`src/include/awht_defs.vh`:
```
// constants of the window comparator threshold block
// assumes inclusion by bare name from design files
`ifndef AWHT_DEFS_VH
`define AWHT_DEFS_VH

// register byte offsets
`define AWHT_OFF_CTRL 8'h00
`define AWHT_OFF_STATUS 8'h04
`define AWHT_OFF_MASK 8'h08
`define AWHT_OFF_STAGE 8'h0c
`define AWHT_OFF_RESULT 8'h10
`define AWHT_OFF_UPPER 8'h14
`define AWHT_OFF_LOWER 8'h18

// control fields
`define AWHT_CTRL_EN_BIT 0
`define AWHT_CTRL_MODE_LSB 4
`define AWHT_CTRL_MODE_MSB 6
`define AWHT_CTRL_ACC_LSB 8
`define AWHT_CTRL_ACC_MSB 10

// status and mask fields
`define AWHT_ST_READY_BIT 0
`define AWHT_ST_MATCH_BIT 1

// reset values
`define AWHT_RST_UPPER 16'h0000
`define AWHT_RST_LOWER 16'h0000
`define AWHT_RST_STAGE 8'h00
`define AWHT_RST_RESULT 16'h0000
`define AWHT_RST_MODE 3'h0
`define AWHT_RST_ACC 3'h0
`define AWHT_RST_FLAGS 2'h0

// window compare modes
`define AWHT_MODE_NONE 3'h0
`define AWHT_MODE_BELOW 3'h1
`define AWHT_MODE_ABOVE 3'h2
`define AWHT_MODE_INSIDE 3'h3
`define AWHT_MODE_OUTSIDE 3'h4

// largest accumulation shift, 64 samples
`define AWHT_ACC_MAX 3'h6

// bus responses
`define AWHT_RESP_OKAY 2'h0
`define AWHT_RESP_SLVERR 2'h2

`endif

```
`src/verilog/awht_cmp.v`:
```
// accumulator and window comparator
// assumes samples synchronous to mclk, one per valid pulse
`timescale 1ns/1ns
`include "awht_defs.vh"

module awht_cmp #(
    parameter RAW_W = 10,
    parameter SUM_W = 16
) (
    input wire mclk,
    input wire rst,
    input wire sample_valid,
    input wire [RAW_W-1:0] sample,
    input wire [2:0] accum_shift,
    input wire [2:0] mode,
    input wire [SUM_W-1:0] upper,
    input wire [SUM_W-1:0] lower,
    output reg done,
    output reg [SUM_W-1:0] total,
    output reg match
);

    reg [SUM_W-1:0] sum;
    reg [6:0] count;
    wire [2:0] shift_lim;
    wire [6:0] last_count;
    wire [SUM_W-1:0] next_sum;

    // unsigned magnitude test against the window
    function window_hit;
        input [2:0] sel;
        input [SUM_W-1:0] value;
        input [SUM_W-1:0] hi;
        input [SUM_W-1:0] lo;
        begin
            case (sel)
                `AWHT_MODE_BELOW: window_hit = value < lo;
                `AWHT_MODE_ABOVE: window_hit = value > hi;
                `AWHT_MODE_INSIDE: window_hit = (value >= lo) && (value <= hi);
                `AWHT_MODE_OUTSIDE: window_hit = (value < lo) || (value > hi);
                default: window_hit = 1'b0;
            endcase
        end
    endfunction

    assign shift_lim = (accum_shift > `AWHT_ACC_MAX) ? `AWHT_ACC_MAX : accum_shift;
    assign last_count = (7'h01 << shift_lim) - 7'h01;
    // raw sample zero extended into the low bits
    assign next_sum = sum + {{(SUM_W-RAW_W){1'b0}}, sample};

    always @(posedge mclk) begin
        if (rst) begin
            sum <= {SUM_W{1'b0}};
            count <= 7'h00;
            done <= 1'b0;
            total <= {SUM_W{1'b0}};
            match <= 1'b0;
        end else begin
            done <= 1'b0;
            if (sample_valid) begin
                if (count == last_count) begin
                    // compare the finished total, not each sample
                    sum <= {SUM_W{1'b0}};
                    count <= 7'h00;
                    done <= 1'b1;
                    total <= next_sum;
                    match <= window_hit(mode, next_sum, upper, lower);
                end else begin
                    sum <= next_sum;
                    count <= count + 7'h01;
                end
            end
        end
    end

endmodule

```
`src/verilog/awht_top.v`:
```
// window threshold block with axi4-lite register slave
// assumes one clock, synchronous active-high reset, synchronous samples
//
// The implementer's own choice: register access over AXI4-Lite.
`timescale 1ns/1ns
`include "awht_defs.vh"

module awht_top #(
    parameter ADDR_W = 8,
    parameter RAW_W = 10,
    parameter SUM_W = 16
) (
    input wire mclk,
    input wire rst,
    input wire [ADDR_W-1:0] s_axi_awaddr,
    input wire s_axi_awvalid,
    output wire s_axi_awready,
    input wire [31:0] s_axi_wdata,
    input wire [3:0] s_axi_wstrb,
    input wire s_axi_wvalid,
    output wire s_axi_wready,
    output reg [1:0] s_axi_bresp,
    output reg s_axi_bvalid,
    input wire s_axi_bready,
    input wire [ADDR_W-1:0] s_axi_araddr,
    input wire s_axi_arvalid,
    output wire s_axi_arready,
    output reg [31:0] s_axi_rdata,
    output reg [1:0] s_axi_rresp,
    output reg s_axi_rvalid,
    input wire s_axi_rready,
    input wire sample_valid,
    input wire [RAW_W-1:0] sample,
    output wire window_match_flag,
    output wire irq
);

    // software state
    reg ctrl_enable;
    reg [2:0] window_compare_mode_select;
    reg [2:0] accum_shift;
    reg [SUM_W-1:0] window_upper_limit;
    reg [SUM_W-1:0] window_lower_limit;
    reg [7:0] stage_byte;
    reg [SUM_W-1:0] conversion_value;
    reg [1:0] status;
    reg [1:0] mask;

    // bus holding state
    reg aw_held;
    reg [ADDR_W-1:0] aw_addr;
    reg w_held;
    reg [31:0] w_data;
    reg [3:0] w_strb;

    wire cmp_done;
    wire [SUM_W-1:0] cmp_total;
    wire cmp_match;

    wire wr_fire;
    wire rd_take;
    wire [7:0] wr_off;
    wire [7:0] rd_off;
    wire [7:0] upper_high_byte;
    wire [7:0] lower_high_byte;
    wire [7:0] result_high_byte;

    reg [31:0] rd_mux;
    reg rd_ok;
    reg wr_ok;
    reg rd_clr_status;
    reg rd_clr_result;
    reg [1:0] wr_clr;
    reg [1:0] flag_set;
    reg [1:0] next_status;

    // merge one write into a 16-bit pair through the staging byte
    function [15:0] pair_write;
        input [15:0] old;
        input [7:0] staged;
        input [15:0] data;
        input [1:0] strb;
        begin
            if (strb == 2'h3) begin
                pair_write = data;
            end else if (strb == 2'h2) begin
                pair_write = {data[15:8], staged};
            end else begin
                pair_write = old;
            end
        end
    endfunction

    // word-aligned byte offset of an address
    function [7:0] word_off;
        input [ADDR_W-1:0] addr;
        reg [7:0] wide;
        begin
            wide = addr[7:0];
            word_off = {wide[7:2], 2'h0};
        end
    endfunction

    awht_cmp #(
        .RAW_W(RAW_W),
        .SUM_W(SUM_W)
    ) u_cmp (
        .mclk(mclk),
        .rst(rst),
        .sample_valid(sample_valid & ctrl_enable),
        .sample(sample),
        .accum_shift(accum_shift),
        .mode(window_compare_mode_select),
        .upper(window_upper_limit),
        .lower(window_lower_limit),
        .done(cmp_done),
        .total(cmp_total),
        .match(cmp_match)
    );

    assign s_axi_awready = !aw_held && !s_axi_bvalid;
    assign s_axi_wready = !w_held && !s_axi_bvalid;
    assign s_axi_arready = !s_axi_rvalid;
    assign wr_fire = aw_held && w_held && !s_axi_bvalid;
    assign rd_take = s_axi_arvalid && s_axi_arready;
    assign wr_off = word_off(aw_addr);
    assign rd_off = word_off(s_axi_araddr);
    assign upper_high_byte = window_upper_limit[15:8];
    assign lower_high_byte = window_lower_limit[15:8];
    assign result_high_byte = conversion_value[15:8];

    assign window_match_flag = status[`AWHT_ST_MATCH_BIT];
    assign irq = |(status & mask);

    // read data and side-effect decode
    always @* begin
        rd_mux = 32'h00000000;
        rd_ok = 1'b1;
        rd_clr_status = 1'b0;
        rd_clr_result = 1'b0;
        if (rd_off == `AWHT_OFF_CTRL) begin
            rd_mux[`AWHT_CTRL_EN_BIT] = ctrl_enable;
            rd_mux[`AWHT_CTRL_MODE_MSB:`AWHT_CTRL_MODE_LSB] = window_compare_mode_select;
            rd_mux[`AWHT_CTRL_ACC_MSB:`AWHT_CTRL_ACC_LSB] = accum_shift;
        end else if (rd_off == `AWHT_OFF_STATUS) begin
            rd_mux[1:0] = status;
            rd_clr_status = 1'b1;
        end else if (rd_off == `AWHT_OFF_MASK) begin
            rd_mux[1:0] = mask;
        end else if (rd_off == `AWHT_OFF_STAGE) begin
            rd_mux[7:0] = stage_byte;
        end else if (rd_off == `AWHT_OFF_RESULT) begin
            rd_mux[15:0] = conversion_value;
            rd_clr_result = 1'b1;
        end else if (rd_off == `AWHT_OFF_UPPER) begin
            rd_mux[15:0] = window_upper_limit;
        end else if (rd_off == `AWHT_OFF_LOWER) begin
            rd_mux[15:0] = window_lower_limit;
        end else begin
            rd_ok = 1'b0;
        end
    end

    // write decode and flag clears
    always @* begin
        wr_ok = 1'b1;
        wr_clr = 2'h0;
        if (wr_off == `AWHT_OFF_CTRL || wr_off == `AWHT_OFF_MASK) begin
            wr_ok = 1'b1;
        end else if (wr_off == `AWHT_OFF_STATUS) begin
            // ones clear, zeros leave the flag alone
            if (wr_fire && w_strb[0]) begin
                wr_clr = w_data[1:0];
            end
        end else if (wr_off == `AWHT_OFF_STAGE || wr_off == `AWHT_OFF_UPPER) begin
            wr_ok = 1'b1;
        end else if (wr_off == `AWHT_OFF_LOWER || wr_off == `AWHT_OFF_RESULT) begin
            wr_ok = 1'b1;
        end else begin
            wr_ok = 1'b0;
        end
    end

    // sticky flags, a new event wins over any clear
    always @* begin
        flag_set = 2'h0;
        flag_set[`AWHT_ST_READY_BIT] = cmp_done;
        flag_set[`AWHT_ST_MATCH_BIT] = cmp_done & cmp_match;
        next_status = status;
        if (rd_take && (rd_clr_status || rd_clr_result)) begin
            next_status = 2'h0;
        end
        next_status = (next_status & ~wr_clr) | flag_set;
    end

    // write channel holding and response
    always @(posedge mclk) begin
        if (rst) begin
            aw_held <= 1'b0;
            aw_addr <= {ADDR_W{1'b0}};
            w_held <= 1'b0;
            w_data <= 32'h00000000;
            w_strb <= 4'h0;
            s_axi_bvalid <= 1'b0;
            s_axi_bresp <= `AWHT_RESP_OKAY;
        end else begin
            if (s_axi_awvalid && s_axi_awready) begin
                aw_held <= 1'b1;
                aw_addr <= s_axi_awaddr;
            end
            if (s_axi_wvalid && s_axi_wready) begin
                w_held <= 1'b1;
                w_data <= s_axi_wdata;
                w_strb <= s_axi_wstrb;
            end
            if (wr_fire) begin
                aw_held <= 1'b0;
                w_held <= 1'b0;
                s_axi_bvalid <= 1'b1;
                s_axi_bresp <= wr_ok ? `AWHT_RESP_OKAY : `AWHT_RESP_SLVERR;
            end else if (s_axi_bvalid && s_axi_bready) begin
                s_axi_bvalid <= 1'b0;
            end
        end
    end

    // read channel
    always @(posedge mclk) begin
        if (rst) begin
            s_axi_rvalid <= 1'b0;
            s_axi_rdata <= 32'h00000000;
            s_axi_rresp <= `AWHT_RESP_OKAY;
        end else begin
            if (rd_take) begin
                s_axi_rvalid <= 1'b1;
                s_axi_rdata <= rd_mux;
                s_axi_rresp <= rd_ok ? `AWHT_RESP_OKAY : `AWHT_RESP_SLVERR;
            end else if (s_axi_rvalid && s_axi_rready) begin
                s_axi_rvalid <= 1'b0;
            end
        end
    end

    // registers, staging byte, result and flags
    always @(posedge mclk) begin
        if (rst) begin
            ctrl_enable <= 1'b0;
            window_compare_mode_select <= `AWHT_RST_MODE;
            accum_shift <= `AWHT_RST_ACC;
            window_upper_limit <= `AWHT_RST_UPPER;
            window_lower_limit <= `AWHT_RST_LOWER;
            stage_byte <= `AWHT_RST_STAGE;
            conversion_value <= `AWHT_RST_RESULT;
            status <= `AWHT_RST_FLAGS;
            mask <= `AWHT_RST_FLAGS;
        end else begin
            status <= next_status;
            if (cmp_done) begin
                conversion_value <= cmp_total;
            end
            // a read of a pair parks its high byte for byte-wide readers
            if (rd_take && rd_off == `AWHT_OFF_RESULT) begin
                stage_byte <= result_high_byte;
            end else if (rd_take && rd_off == `AWHT_OFF_UPPER) begin
                stage_byte <= upper_high_byte;
            end else if (rd_take && rd_off == `AWHT_OFF_LOWER) begin
                stage_byte <= lower_high_byte;
            end
            if (wr_fire) begin
                if (wr_off == `AWHT_OFF_CTRL) begin
                    if (w_strb[0]) begin
                        ctrl_enable <= w_data[`AWHT_CTRL_EN_BIT];
                        window_compare_mode_select <=
                            w_data[`AWHT_CTRL_MODE_MSB:`AWHT_CTRL_MODE_LSB];
                    end
                    if (w_strb[1]) begin
                        accum_shift <= w_data[`AWHT_CTRL_ACC_MSB:`AWHT_CTRL_ACC_LSB];
                    end
                end else if (wr_off == `AWHT_OFF_MASK) begin
                    if (w_strb[0]) begin
                        mask <= w_data[1:0];
                    end
                end else if (wr_off == `AWHT_OFF_STAGE) begin
                    if (w_strb[0]) begin
                        stage_byte <= w_data[7:0];
                    end
                end else if (wr_off == `AWHT_OFF_UPPER) begin
                    // low byte alone only stages, high byte commits the pair
                    if (w_strb[1:0] == 2'h1) begin
                        stage_byte <= w_data[7:0];
                    end
                    window_upper_limit <= pair_write(window_upper_limit, stage_byte,
                        w_data[15:0], w_strb[1:0]);
                end else if (wr_off == `AWHT_OFF_LOWER) begin
                    if (w_strb[1:0] == 2'h1) begin
                        stage_byte <= w_data[7:0];
                    end
                    window_lower_limit <= pair_write(window_lower_limit, stage_byte,
                        w_data[15:0], w_strb[1:0]);
                end
            end
        end
    end

endmodule

```
`config.mk`:
```
export PLATFORM = sky130hd
export DESIGN_NAME = awht_top
export DESIGN_NICKNAME = d
export VERILOG_FILES = /design/src/verilog/awht_cmp.v /design/src/verilog/awht_top.v
export VERILOG_INCLUDE_DIRS = /design/src /design/src/include
export SDC_FILE = /design/constraint.sdc
export NUM_CORES = 1
export LEC_CHECK = 0
export ABC_AREA = 1
export BUFFER_PORTS_ARGS = -buffer_cell sky130_fd_sc_hd__buf_4
export CORE_MARGIN = 3
export CORE_UTILIZATION = 40
export CTS_CLUSTER_DIAMETER = 40
export DETAILED_ROUTE_END_ITERATION = 10
export MAX_ROUTING_LAYER = met4
export SETUP_SLACK_MARGIN = 0.2
export SYNTH_ARGS = -nofsm -noshare
export SYNTH_HDL_FRONTEND = slang
export SYNTH_SLANG_ARGS = --single-unit
```
`constraint.sdc`:
```
create_clock -name mclk -period 7.87 [get_ports mclk]
set_input_delay 2.361 -clock mclk [delete_from_list [all_inputs] [get_ports mclk]]
set_output_delay 2.361 -clock mclk [all_outputs]
set_load 0.05 [all_outputs]
```
# Word-level counts from Yosys, hierarchy flattened
# Index checks and enable logic that the tools add are counted.
op_classes:
  n_addsub: 3
  order_cmp: 5
  eq_ne: 20
  shift: 1
  mux: 61
  n_bitwise: 11
  reduce_logical: 38
op_table:
  columns: ["op", "n"]
  rows:
  - ["$mux 8", 13]
  - ["$mux 16", 6]
  - ["$eq 6x3->1 const B", 6]
  - ["$mux 14", 2]
  - ["$mux 1", 25]
  - ["$eq 6x2->1 const B", 4]
  - ["$add 16x10->16", 1]
  - ["$ge 16x16->1", 1]
  - ["$gt 16x16->1", 1]
  - ["$le 16x16->1", 1]
  - ["$logic_not 8->1", 2]
  - ["$lt 16x16->1", 1]
  - ["$mux 2", 8]
  - ["$logic_and 1x1->1", 15]
  - ["$eq 6x1->1 const B", 2]
  - ["$mux 3", 4]
  - ["$add 7x1->7 const B", 1]
  - ["$eq 7x7->1", 1]
  - ["$mux 7", 1]
  - ["$reduce_and 7->1", 1]
  - ["$shl 1x3->7 const A", 1]
  - ["$sub 7x1->7 const B", 1]
  - ["$eq 3x2->1 const B", 2]
  - ["$reduce_and 3->1", 2]
  - ["19 further kinds", 37]
totals:
  regBits: 158
  input_bits: 70
  output_inout_bits: 43
  wordCells: 163

# Longest topological paths before layout
# Gate-level depths: netlist of run 1.
depth:
  word_depth: 13
  mapped_depth: 22
  depth_no_buf: 22

# Hierarchy
# From an unflattened synthesis of run 1, not the netlist that was laid out.
unflattened:
  cells_unflattened: 1205
  hier_area_um2: 8530.7
by_module_without_submodules:
  columns: ["mod", "instances", "cells_per_inst", "area_each_um2", "seq_area_each_um2"]
  rows:
  - ["awht_top", 1, 748, 5406.4, 2262.2]
  - ["awht_cmp", 1, 457, 3124.2, 820.8]

# Worst setup path after synthesis of run 1
# Ideal clock, no wire load.
synth_path:
  kind: "input to register"
  startpoint: "input port sample[0]"
  endpoint: "register u_cmp.match"
  arrival_ns: 4.744
  path_slack_ns: 3.006
  stages: 19
  n_path_buf: 0
  path_cell_list: "ha_1 inv_1 fa_1 o21ai_2 nand3_1 nand2_1 nand3_1 nand2_1 xor2_1 ha_1 nand2_1 nor4_1 nand2_1 nand3_1 nand2_1 inv_1 nand2_1 nand2_1 a21oi_1"
synth_between:
  elab_chain_len: 4
synth_rtl:
  columns: ["element", "line_no", "source"]
  rows:
  - ["from (decl)", "awht_top.v:33", "input wire [RAW_W-1:0] sample,"]
  - ["$add 16x10->16 (*)", "awht_cmp.v:49", "assign next_sum = sum + {{(SUM_W-RAW_W){1'b0}}, sample};"]
  - ["via u_cmp.next_sum[14]", "awht_cmp.v:27", "wire [SUM_W-1:0] next_sum;"]
  - ["$lt 16x16->1, or another cell as far along", "awht_cmp.v:37, awht_cmp.v:40", null]
  - ["$logic_or 1x1->1 or $logic_and 1x1->1 (tied branches)", "awht_cmp.v:40, awht_cmp.v:39", null]
  - ["$pmux 1 s4 (*)", "awht_cmp.v:36", "case (sel)"]
  - ["to (signal assigned)", "awht_cmp.v:67", "match <= window_hit(mode, next_sum, upper, lower);"]
  - ["to (decl)", "awht_cmp.v:20", "output reg match"]
# The timed path passes the listed nets; every way through them passes the cells marked *.
# A chain may end at the register's enable or synchronous reset.

# Final worst setup path of run 1
# Same ends and word-level chain as after synthesis.

==> results.tsv, run 1 <==
metric	value	unit
area.sequential	0.00308	mm²
clkPwrFrac	0.446	
cts.sink_count	154	
global_route.overflow_total	0	
hpwlAfterDp	17200	µm
timing.clock.skew	0.0204	ns
critical_path_peak_fanout	4	
synthesis.area	0.00816	mm²
first_iter_violations	601	
final.setup.tns	0	ns
p_sw_frac	0.277	
final_cells	1480	
drv.max_cap_violation_count	0	
wire_length_of_the_first_global_routing_pass	36400	µm
die_width	149	µm
layout_common_cells	sky130_fd_sc_hd__nand2_1, sky130_fd_sc_hd__dfxtp_1, sky130_fd_sc_hd__nor2_1, sky130_fd_sc_hd__a21oi_1, sky130_fd_sc_hd__o21ai_0	
grt_util_all_layers	0.216	
drcViolationCount	0	
timing.critical_path.to_type	flop	
io_buffers	72	
leakagePower	4.07	nW
cp-start-kind	primary input	
critical_path.cell_chain	buf_4 -> ha_1 -> inv_1 -> fa_1 -> o21ai_2 -> nand3_1 -> nand2_1 -> nand3_1 -> nand2_1 -> xor2_1 -> ha_1 -> nand2_1 -> nor4_1 -> nand2_1 -> nand3_1 -> nand2_1 -> inv_1 -> nand2_1 -> nand2_1 -> a21oi_1	
p_comb_frac	0.100	
drive_gt1_frac	0.121	
leading_cell_type_in_the_layout_fill_and_taps_excluded	sky130_fd_sc_hd__nand2_1	
crit_path_top_delay_cell	sky130_fd_sc_hd__fa_1	
postSynthRegisterBits	154	
cp_data_arrival_time	5.37	ns
synth_cell_types	52	
cts_htree_levels	4	
switching_power	0.496	mW
grt_setup_unrepaired	no	
timing_worst_setup_path_type	in2reg	
timing.final.hold_violations	0	
seq_area_frac_synth	0.378	
hold_ws	0.447	ns
core_area	0.0197	mm²
compound_gate_fraction_of_synth_area	0.211	
min-delay-path-class	reg2reg	
cts_inserted_buffers	17	
power_frac_seq	0.455	
detailedRoute.firstPassIterationCount	5	
antenna_cells_inserted	0	
design.portCount	113	
detailed_route_via_count	7535	
syn-instance-count	1154	
synthSimpleGateAreaFrac	0.221	
multiInputGateArea	0.00430	mm²
cp.required	8.20	ns
antenna_found_initial	0	
detail_route.wl_per_cell	15.7	µm
nFillCells	2053	
synth.mux.area_fraction	0.00138	
dominant_combinational_cell_family_by_area_after_synthesis	simple AND/OR/NAND/NOR gates	
outcome	completed	
place_congestion	0.905	
top_usage_layer	met2	
timing.slew.headroom	0.180	
route.detailed.vias_per_inst	5.09	
drtAntennaViolNets	0	
achievable-frequency	198	MHz
synth_xor_area_frac	0.0172	
die_height	149	µm
count_of_final_max_slew_check_failures	0	
grt_start_max_net_pins	78	
first_global_vias	6777	
finalNetCount	1317	
timing_worst_slew_pin_value	1.23	ns
cts_hold_buffers	0	
dieArea	0.0221	mm²
tritoncts	yes	
synth_area_per_cell	7.07	µm²
r2r_cells	19	
globalRouteMet2Util	0.324	
internal_power	1.29	mW
clkSlewWorstSetupHoldPaths	0.06	ns
post-route-period-util	0.642	
starting_density	0.414	
power.density	191	mW/mm²
cts_resized	0	
std_cell_rows	51	
worst_ir_drop_vdd	131	µV
fin_crit	5.05	ns
hold_depth	2	
synthToLayoutAreaGrowth	14.5	%
totalWireLength	23200	µm
yosys_warnings	0	
setup_violators_final	0	
use_met3	0.0428	
numPlacedInstances	1449	
postCtsSetupBuffers	0	
globalRouteMet1Util	0.298	
layout.core_utilization	0.474	
fraction_of_the_mapped_netlist_area_in_adder_cells	0.0684	
crit_path_max_incr_delay	0.48	ns
cts_root_buf	sky130_fd_sc_hd__clkbuf_16	
crit_path_frequent_cell	sky130_fd_sc_hd__nand2_1	
worst_skew_pair.late_latency	0.44	ns
cts.path.max_buffers	2	
registers in the layout (all words and copies together), names as in the netlist, 2 cells and up:
name and cells:
window_upper_limit 16, u_cmp.total 16, accum_shift 3, w_strb 2, u_cmp.sum 16, aw_addr 6, mask 2, window_lower_limit 16
window_compare_mode_select 3, w_data 16, u_cmp.count 7, conversion_value 16, status 2, s_axi_rdata 16, stage_byte 8
cells by family (layout without fill, tap and decap cells):
family | Yosys count | count (layout)
simple gates | 430 | 430
fa+ha+maj | 44 | 44
buf+inv | 194 | 238
compound gates | 314 | 314
xor+xnor | 16 | 16
mux | 1 | 1
flops | 154 | 154
other cells | 1 | 18
cells in the mapped netlist, drive strengths merged:
cell type / count / area [µm²]
a21o: 2 / 15.0
o211ai: 11 / 82.6
a31oi: 1 / 6.26
clkinv: 2 / 7.51
o21bai: 3 / 22.5
dfxtp: 154 / 3080
nand2: 230 / 878
buf: 34 / 238
nor4: 3 / 18.8
clkbuf: 29 / 109
nor2: 148 / 617
a21oi: 132 / 664
a311oi: 1 / 8.76
o311ai: 2 / 17.5
a211oi: 14 / 110
o21a: 4 / 30.0
inv: 129 / 487
conb: 1 / 3.75
a22oi: 1 / 7.51
xor2: 13 / 114
fa: 1 / 20.0
nand4: 5 / 31.3
nand3: 26 / 140
o221ai: 5 / 43.8
nor3: 12 / 75.1
o21ai: 131 / 663
o22ai: 5 / 31.3
mux2: 1 / 11.3
a21boi: 1 / 7.51
xnor2: 3 / 26.3
or2: 3 / 18.8
ha: 43 / 538
nand3b: 2 / 15.0
o2111ai: 1 / 8.76
nor3b: 1 / 7.51
layout make-up:
class	count	share of cell area
Sequential cell	154	0.330
Timing Repair Buffer	76	0.0611
Multi-Input combinational cell	823	0.460
Inverter	131	0.0529
Tap cell	265	0.0355
Clock inverter	14	0.0149
Clock buffer	17	0.0455
per-layer routing:
layer	wire length [µm]	part of all wire
met1	10900	0.47
met2	10400	0.45
met3	1400	0.060
met4	513	0.022
met5	0	0
worst max-delay path, delay by kind of cell:
kind	cells	cell delay, ns
xor+xnor	1	0.37
fa+ha+maj	3	0.87
buf+inv	3	0.20
simple gates	11	1.26
compound gates	2	0.28
power by group through the flow:
stage               combinational (mW)  sequential [mW]  clock, mW
detailed placement               0.179            0.830          0
global placement                 0.177            0.830          0
global route                     0.198            0.815      0.842
floorplan                        0.122            0.836          0
CTS                              0.179            0.813      0.806
finish                           0.178            0.813      0.797
metrics by stage:
stage               total power [mW]  worst slack (ns)  area (µm²)
floorplan                      0.959              3.01        8220
global placement                1.01              2.42        8780
detailed placement              1.01              2.40        8780
CTS                             1.80              2.84        9340
global route                    1.86              2.56        9340
finish                          1.79              2.82        9340
path summary, 6_finish.rpt:
kind | endpoint | slack, ns | from
setup reg to reg | u_cmp.match$_SDFFE_PP0P_ | 4.49 | u_cmp.sum[0]$_SDFFE_PP0P_
hold reg to reg | u_cmp.total[12]$_SDFFE_PP0P_ | 0.45 | u_cmp.total[12]$_SDFFE_PP0P_
hold / removal | u_cmp.total[12]$_SDFFE_PP0P_ | 0.45 | u_cmp.total[12]$_SDFFE_PP0P_
setup / recovery | u_cmp.match$_SDFFE_PP0P_ | 2.82 | sample[0]
Power figures use the tool's default switching activity.
==> run 2: changes to the inputs <==
- ABC_AREA: 1 -> 0
- clock period: 7.87 -> 4.73 ns (I/O delays scaled with it)
==> run 2 against run 1 <==
  * Setup slack lost 2.4 ns
  * Sequential share of layout area shrank 1.2 points
  * Hold slack gained 0.011 ns
  * Count of clock-buffer cells in the layout is the same
  * Highest routed layer unchanged
  * Critical path type unchanged
  * First-iteration DRC count shrank 20%
  * Clock power grew 77%
  * Register-to-register slack lost 3.3 ns
  * Largest cell class unchanged
==> results.tsv, run 2 <==
metric	value	unit	change
starting_density	0.413		was 0.414
final.setup.tns	0	ns	unchanged
post-route-period-util	0.917		
total_power	3.05	mW	was 1.79 mW
outcome	completed		unchanged
die_width	149	µm	about the same
detail_route.wl_per_cell	16.4	µm	was 15.7 µm
cp_data_arrival_time	4.69	ns	was 5.37 ns
wire_length_of_the_first_global_routing_pass	35400	µm	was 36400 µm
synthSimpleGateAreaFrac	0.190		was 0.221
grt_setup_unrepaired	no		unchanged
async_reset_ff_frac	0		unchanged
synth.cells.most_frequent	sky130_fd_sc_hd__dfxtp_1, sky130_fd_sc_hd__nor2_1, sky130_fd_sc_hd__a21oi_1		was sky130_fd_sc_hd__nand2_1, sky130_fd_sc_hd__dfxtp_1, sky130_fd_sc_hd__nor2_1
leakagePower	4.01	nW	was 4.07 nW
place_congestion	0.856		was 0.905
critical_path_peak_fanout	3		was 4
hold_end	u_cmp.total[5]$_SDFFE_PP0P_		was u_cmp.total[12]$_SDFFE_PP0P_
first_iter_violations	481		was 601
drcViolationCount	0		unchanged
r2r_cells	16		was 19
synthesis.area	0.00815	mm²	was 0.00816 mm²
dominant_combinational_cell_family_by_area_after_synthesis	simple AND/OR/NAND/NOR gates		unchanged
drv.max_cap_violation_count	0		unchanged
regToRegSetupSlack	1.18	ns	was 4.49 ns
finalWorstSetupSlack	0.392	ns	was 2.82 ns
fin_crit	4.34	ns	
area.sequential	0.00308	mm²	unchanged
antenna_cells_inserted	0		unchanged
final_cells	1338		was 1480
tritoncts	yes		unchanged
cts_hold_buffers	0		unchanged
design.portCount	113		unchanged
io_buffers	72		unchanged
netlist.area_leader.share	0.378		about the same
timing_worst_slew_pin_value	1.18	ns	was 1.23 ns
cts_htree_levels	4		unchanged
synthTopCellsByArea	sky130_fd_sc_hd__dfxtp_1, sky130_fd_sc_hd__mux2i_1, sky130_fd_sc_hd__ha_1		was sky130_fd_sc_hd__dfxtp_1, sky130_fd_sc_hd__nand2_1, sky130_fd_sc_hd__a21oi_1
timing_worst_setup_path_type	in2reg		unchanged
synth_area_per_cell	8.29	µm²	was 7.07 µm²
count_of_final_max_slew_check_failures	0		unchanged
detailed_route_via_count	7120		was 7535
hold_depth	2		unchanged
cts.sink_count	154		unchanged
synth_ff_type	sky130_fd_sc_hd__dfxtp_1		unchanged
synth.mux.area_fraction	0.0911		was 0.00138
grt_start_max_net_pins	78		unchanged
finalNetCount	1175		was 1317
synth_xor_area_frac	0.0172		about the same
worst_ir_drop_vdd	250	µV	was 131 µV
worst_skew_pair.late_latency	0.43	ns	was 0.44 ns
min-delay-path-class	reg2reg		unchanged
timing.final.hold_violations	0		unchanged
worstReg2RegStart	u_cmp.sum[0]$_SDFFE_PP0P_		unchanged
fraction_of_the_mapped_netlist_area_in_adder_cells	0.0685		was 0.0684
worstReg2RegEnd	u_cmp.match$_SDFFE_PP0P_		unchanged
antenna_found_initial	0		unchanged
compound_gate_fraction_of_synth_area	0.187		was 0.211
hpwlAfterDp	15800	µm	was 17200 µm
layout_common_cells	sky130_fd_sc_hd__dfxtp_1, sky130_fd_sc_hd__nor2_1, sky130_fd_sc_hd__buf_4, sky130_fd_sc_hd__a21oi_1, sky130_fd_sc_hd__nand2_1		was sky130_fd_sc_hd__nand2_1, sky130_fd_sc_hd__dfxtp_1, sky130_fd_sc_hd__nor2_1, sky130_fd_sc_hd__a21oi_1, sky130_fd_sc_hd__o21ai_0
power.density	315	mW/mm²	was 191 mW/mm²
cp.required	5.08	ns	was 8.20 ns
grt_util_all_layers	0.208		was 0.216
yosysTopAreaCell	sky130_fd_sc_hd__dfxtp_1		unchanged
pre_cts_slack	-0.262	ns	was 2.40 ns
synth_cell_types	64		was 52
clkSlewWorstSetupHoldPaths	0.06	ns	about the same
layout.core_utilization	0.492		was 0.474
yosys_warnings	0		unchanged
achievable-frequency	231	MHz	
dieArea	0.0221	mm²	about the same
leading_cell_type_in_the_layout_fill_and_taps_excluded	sky130_fd_sc_hd__dfxtp_1		was sky130_fd_sc_hd__nand2_1
post-synth-top-count-cell	sky130_fd_sc_hd__dfxtp_1		was sky130_fd_sc_hd__nand2_1
synthToLayoutAreaGrowth	19.0	%	was 14.5%
numPlacedInstances	1306		was 1449
hold_ws	0.458	ns	was 0.447 ns
timing.critical_path.to_type	flop		unchanged
drtAntennaViolNets	0		unchanged
worstHoldStart	u_cmp.total[5]$_SDFFE_PP0P_		was u_cmp.total[12]$_SDFFE_PP0P_
drive_gt1_frac	0.157		was 0.121
postLayoutCellArea	0.00970	mm²	was 0.00934 mm²
totalWireLength	21900	µm	was 23200 µm
timing.clock.skew	0.00758	ns	was 0.0204 ns
cts_root_buf	sky130_fd_sc_hd__clkbuf_16		unchanged
syn-instance-count	983		was 1154
setup_violators_final	0		unchanged
multiInputGateArea	0.00467	mm²	was 0.00430 mm²
route.detailed.vias_per_inst	5.32		was 5.09
postSynthRegisterBits	154		unchanged
post_dp_cell_area	0.00900	mm²	was 0.00878 mm²
core_area	0.0197	mm²	unchanged
detailedRoute.firstPassIterationCount	5		unchanged
seq_area_frac_synth	0.378		about the same
timing.slew.headroom	0.215		was 0.180
cts_inserted_buffers	17		unchanged
global_route.overflow_total	0		unchanged
nFillCells	1966		was 2053
cp-start-kind	primary input		unchanged
die_height	149	µm	about the same
synth_enable_flop_cells	0		unchanged
std_cell_rows	51		unchanged
cts.path.max_buffers	2		unchanged
first_global_vias	6695		was 6777
[run 2: cell count changes in the layout (fill, tap and decap cells not counted), sizes merged, moves of 8 or more]
| cell | previous run | this run |
|---|---|---|
| nor2b | 0 | 16 |
| nor2 | 148 | 137 |
| inv | 134 | 55 |
| and2 | 0 | 10 |
| nand2 | 230 | 90 |
| o22ai | 5 | 29 |
| mux2i | 0 | 73 |
| a21oi | 132 | 92 |
| nor3 | 12 | 21 |
| o21ai | 131 | 31 |
| buf | 76 | 112 |
| a22o | 0 | 8 |
[run 2: worst max path at each step]
stage	endpoint	from	slack, ns	cells past startpoint
after floorplan	u_cmp.match$_SDFFE_PP0P_	sample[0]	0.30	13
after detailed placement	u_cmp.match$_SDFFE_PP0P_	sample[0]	-0.26	17
after CTS	u_cmp.match$_SDFFE_PP0P_	sample[0]	0.24	17
final	u_cmp.match$_SDFFE_PP0P_	sample[0]	0.39	17
after global routing	u_cmp.match$_SDFFE_PP0P_	sample[0]	0.21	17
after global placement	u_cmp.match$_SDFFE_PP0P_	sample[0]	-0.14	17
[run 2: where the power goes]
part	internal [mW]	switching (mW)	total, mW
sequential	1.32	0.0254	1.35
combinational	0.104	0.195	0.299
clock	0.798	0.608	1.41
[run 2: final cells by class]
cell class | instances | share of cell area
repair buffers | 112 | 0.0867
clock inverters | 14 | 0.0178
well taps | 265 | 0.0342
clock buffers | 17 | 0.0439
flip-flops and latches | 154 | 0.318
multi-input cells | 731 | 0.482
inverters | 45 | 0.0174
[run 2: critical path: stages]
cell	delay [ns]
sky130_fd_sc_hd__buf_4	0.11
sky130_fd_sc_hd__ha_2	0.18
sky130_fd_sc_hd__inv_2	0.06
sky130_fd_sc_hd__fa_2	0.21
sky130_fd_sc_hd__nor2b_1	0.06
sky130_fd_sc_hd__o31a_1	0.26
sky130_fd_sc_hd__or3_4	0.43
sky130_fd_sc_hd__o2bb2ai_4	0.17
sky130_fd_sc_hd__xor2_1	0.16
sky130_fd_sc_hd__buf_4	0.16
sky130_fd_sc_hd__ha_4	0.26
sky130_fd_sc_hd__nand4_1	0.22
sky130_fd_sc_hd__a211o_1	0.35
sky130_fd_sc_hd__a31oi_2	0.19
sky130_fd_sc_hd__o31a_1	0.14
sky130_fd_sc_hd__mux2i_1	0.07
sky130_fd_sc_hd__a311oi_2	0.23
[run 2: kinds of logic after synthesis]
kind of cell	Yosys count
xor gates and xnor gates	16
DFF	154
buffers and inverters	115
muxes	74
adders and majority gates	44
other	1
AOI/OAI and AO/OA	239
and+or+nand+nor	340
[run 2: what timing repair did]
| action | in CTS | in global routing |
|---|---|---|
| buffers inserted | 0 | 1 |
| resized for setup | 1 | 20 |
| endpoints found under the setup margin | 1 | 1 |
| pin swaps | 0 | 7 |
[run 2: layer usage]
layer | track usage | share of wire
met3 | 0.0335 | 0.043
met4 | 0.0614 | 0.018
met5 | - | 0
met2 | 0.325 | 0.47
met1 | 0.278 | 0.47
==> run 3: changes to the inputs <==
- clock period: 4.73 -> 3.5 ns (I/O delays scaled with it)
==> run 3 against run 2 <==
  * The flow now finishes with violations (negative setup slack)
  * Clock power rose by 30%
  * Non-clock buffer count rose by 29
  * Sequential power grew 35%
  * Count of clock-buffer cells in the layout rose by 1
  * Combinational power is 42% higher
  * Global-route usage grew 0.61 points
  * Utilization up 1.5 points
  * Cell count is 2.2% higher
  * Power grew 34%
==> results.tsv, run 3 (synthesis results as in run 2) <==
metric	value	unit	change
outcome	finished, violations left		was completed
failing_checks	negative setup slack		
critical_path.cell_chain	buf_4 -> ha_1 -> buf_4 -> o21a_1 -> o31a_1 -> or3_4 -> o2bb2ai_2 -> xor2_1 -> buf_4 -> ha_1 -> nand4_1 -> a211o_1 -> a31oi_2 -> o31a_1 -> mux2i_1 -> a311oi_2		was buf_4 -> ha_2 -> inv_2 -> fa_2 -> nor2b_1 -> o31a_1 -> or3_4 -> o2bb2ai_4 -> xor2_1 -> buf_4 -> ha_4 -> nand4_1 -> a211o_1 -> a31oi_2 -> o31a_1 -> mux2i_1 -> a311oi_2
crit_path_frequent_cell	sky130_fd_sc_hd__buf_4		
timing.slew.headroom	0.222		was 0.215
cp.required	3.84	ns	was 5.08 ns
drive_gt1_frac	0.189		was 0.157
detailedRoute.firstPassIterationCount	5		unchanged
worstPathBufferInverterCount	3		unchanged
first_iter_violations	411		was 481
drv.max_cap_violation_count	0		unchanged
nFillCells	1896		was 1966
worstHoldStart	u_cmp.total[6]$_SDFFE_PP0P_		was u_cmp.total[5]$_SDFFE_PP0P_
totalWireLength	22900	µm	was 21900 µm
grt_setup_unrepaired	yes		was no
setup_violators_final	1		was 0
std_cell_rows	51		unchanged
timing_worst_setup_path_type	in2reg		unchanged
hold_depth	2		unchanged
hpwlAfterDp	16700	µm	was 15800 µm
worst_ir_drop_vdd	337	µV	was 250 µV
detail_route.wl_per_cell	16.7	µm	was 16.4 µm
grt_util_all_layers	0.214		was 0.208
timing_worst_slew_pin_value	1.17	ns	was 1.18 ns
global_route.overflow_total	0		unchanged
worstReg2RegEnd	u_cmp.match$_SDFFE_PP0P_		unchanged
leading_cell_type_in_the_layout_fill_and_taps_excluded	sky130_fd_sc_hd__dfxtp_1		unchanged
leakagePower	4.16	nW	was 4.01 nW
post-route-period-util	1.08		
drtAntennaViolNets	0		unchanged
wire_length_of_the_first_global_routing_pass	36400	µm	was 35400 µm
timing.clock.skew	0.0222	ns	was 0.00758 ns
antenna_found_initial	0		unchanged
min-delay-path-class	reg2reg		unchanged
regToRegSetupSlack	0.12	ns	was 1.18 ns
cts_htree_levels	4		unchanged
worstReg2RegStart	u_cmp.sum[0]$_SDFFE_PP0P_		unchanged
die_height	149	µm	unchanged
postCtsSetupBuffers	0		unchanged
die_width	149	µm	unchanged
place_congestion	0.963		was 0.856
worst_skew_pair.late_latency	0.44	ns	was 0.43 ns
crit_path_top_delay_cell	sky130_fd_sc_hd__or3_4		unchanged
pre_cts_slack	-0.828	ns	was -0.262 ns
synthToLayoutAreaGrowth	22.6	%	was 19.0%
finalWorstSetupSlack	-0.296	ns	was 0.392 ns
finalNetCount	1204		was 1175
detailed_route_via_count	7286		was 7120
final.setup.tns	-0.296	ns	was 0 ns
r2r_cells	16		unchanged
clkSlewWorstSetupHoldPaths	0.07	ns	was 0.06 ns
count_of_final_max_slew_check_failures	0		unchanged
power.density	408	mW/mm²	was 315 mW/mm²
grt_start_max_net_pins	69		was 78
io_buffers	72		unchanged
cts_root_buf	sky130_fd_sc_hd__clkbuf_16		unchanged
antenna_cells_inserted	0		unchanged
cp-start-kind	primary input		unchanged
starting_density	0.413		unchanged
core_area	0.0197	mm²	unchanged
critical_path_peak_fanout	5		was 3
tritoncts	yes		unchanged
achievable-frequency	263	MHz	
layout_common_cells	sky130_fd_sc_hd__dfxtp_1, sky130_fd_sc_hd__buf_4, sky130_fd_sc_hd__nor2_1, sky130_fd_sc_hd__a21oi_1, sky130_fd_sc_hd__nand2_1		was sky130_fd_sc_hd__dfxtp_1, sky130_fd_sc_hd__nor2_1, sky130_fd_sc_hd__buf_4, sky130_fd_sc_hd__a21oi_1, sky130_fd_sc_hd__nand2_1
fin_crit	3.80	ns	
hold_end	u_cmp.total[6]$_SDFFE_PP0P_		was u_cmp.total[5]$_SDFFE_PP0P_
drcViolationCount	0		unchanged
multiInputGateArea	0.00475	mm²	was 0.00467 mm²
cp_data_arrival_time	4.14	ns	was 4.69 ns
crit_path_max_incr_delay	0.39	ns	was 0.43 ns
area.sequential	0.00308	mm²	unchanged
design.portCount	113		unchanged
timing.final.hold_violations	0		unchanged
dieArea	0.0221	mm²	unchanged
timing.critical_path.to_type	flop		unchanged
route.detailed.vias_per_inst	5.33		was 5.32
path_delay_family	compound AO/OA/AOI/OAI gates		unchanged
cts.path.max_buffers	2		unchanged
cts_inserted_buffers	17		unchanged
first_global_vias	6841		was 6695
cts.sink_count	154		unchanged
==> run 3: cell type report <==
cell class / count / share of cell area
Multi-Input combinational cell: 731 / 0.475
Sequential cell: 154 / 0.309
Timing Repair Buffer: 141 / 0.107
Clock buffer: 18 / 0.0440
Tap cell: 265 / 0.0332
Inverter: 45 / 0.0169
Clock inverter: 14 / 0.0148
==> run 3: how the worst max path moves through the flow <==
stage               cells past startpoint  startpoint  slack (ns)                  endpoint
detailed placement                     14   sample[4]       -0.83  u_cmp.match$_SDFFE_PP0P_
CTS                                    16   sample[3]       -0.28  u_cmp.match$_SDFFE_PP0P_
floorplan                              15   sample[0]       -0.40  u_cmp.match$_SDFFE_PP0P_
global placement                       14   sample[4]       -0.78  u_cmp.match$_SDFFE_PP0P_
global route                           17   sample[0]       -0.42  u_cmp.match$_SDFFE_PP0P_
finish                                 16   sample[3]       -0.30  u_cmp.match$_SDFFE_PP0P_
==> run 3: through the flow <==
step / hold slack [ns] / util / cell area, µm² / cells / total power [mW]
3_5_place_dp: 0.452 / 0.474 / 9340 / 1336 / 2.28
3_3_place_gp: 0.447 / 0.474 / 9340 / 1336 / 2.28
5_1_grt: 0.475 / 0.507 / 9990 / 1368 / 4.23
4_1_cts: 0.461 / 0.505 / 9970 / 1368 / 4.13
2_1_floorplan: 0.436 / - / 8320 / 1000 / 2.14
6_report: 0.461 / 0.507 / 9990 / 1368 / 4.08
==> run 3: routing by layer <==
layer  global-route usage  vias to the layer above  wire (µm)
met5                    -                        -          0
met4               0.0670                        0        519
li1                     -                     3645          -
met1                0.292                     3411      11100
met3               0.0436                       30       1160
met2                0.319                      200      10100
==> run 3: report_power, final <==
| part | internal, mW | total (mW) | switching, mW |
|---|---|---|---|
| clock network | 0.972 | 1.83 | 0.861 |
| logic | 0.156 | 0.424 | 0.268 |
| registers | 1.78 | 1.82 | 0.0364 |
| total | 2.91 | 4.08 | 1.17 |
==> run 3: tightest hold or removal path, stage by stage, from the launching register on <==
cell and delay (ns):
sky130_fd_sc_hd__dfxtp_1 0.31, sky130_fd_sc_hd__nand2_1 0.05, sky130_fd_sc_hd__a21oi_1 0.05
==> run 3: what timing repair did <==
item                       4_1_cts  5_1_grt
hold buffers                     0        0
setup endpoints to repair        1        1
pin swaps                        2        5
resized for setup               11        5
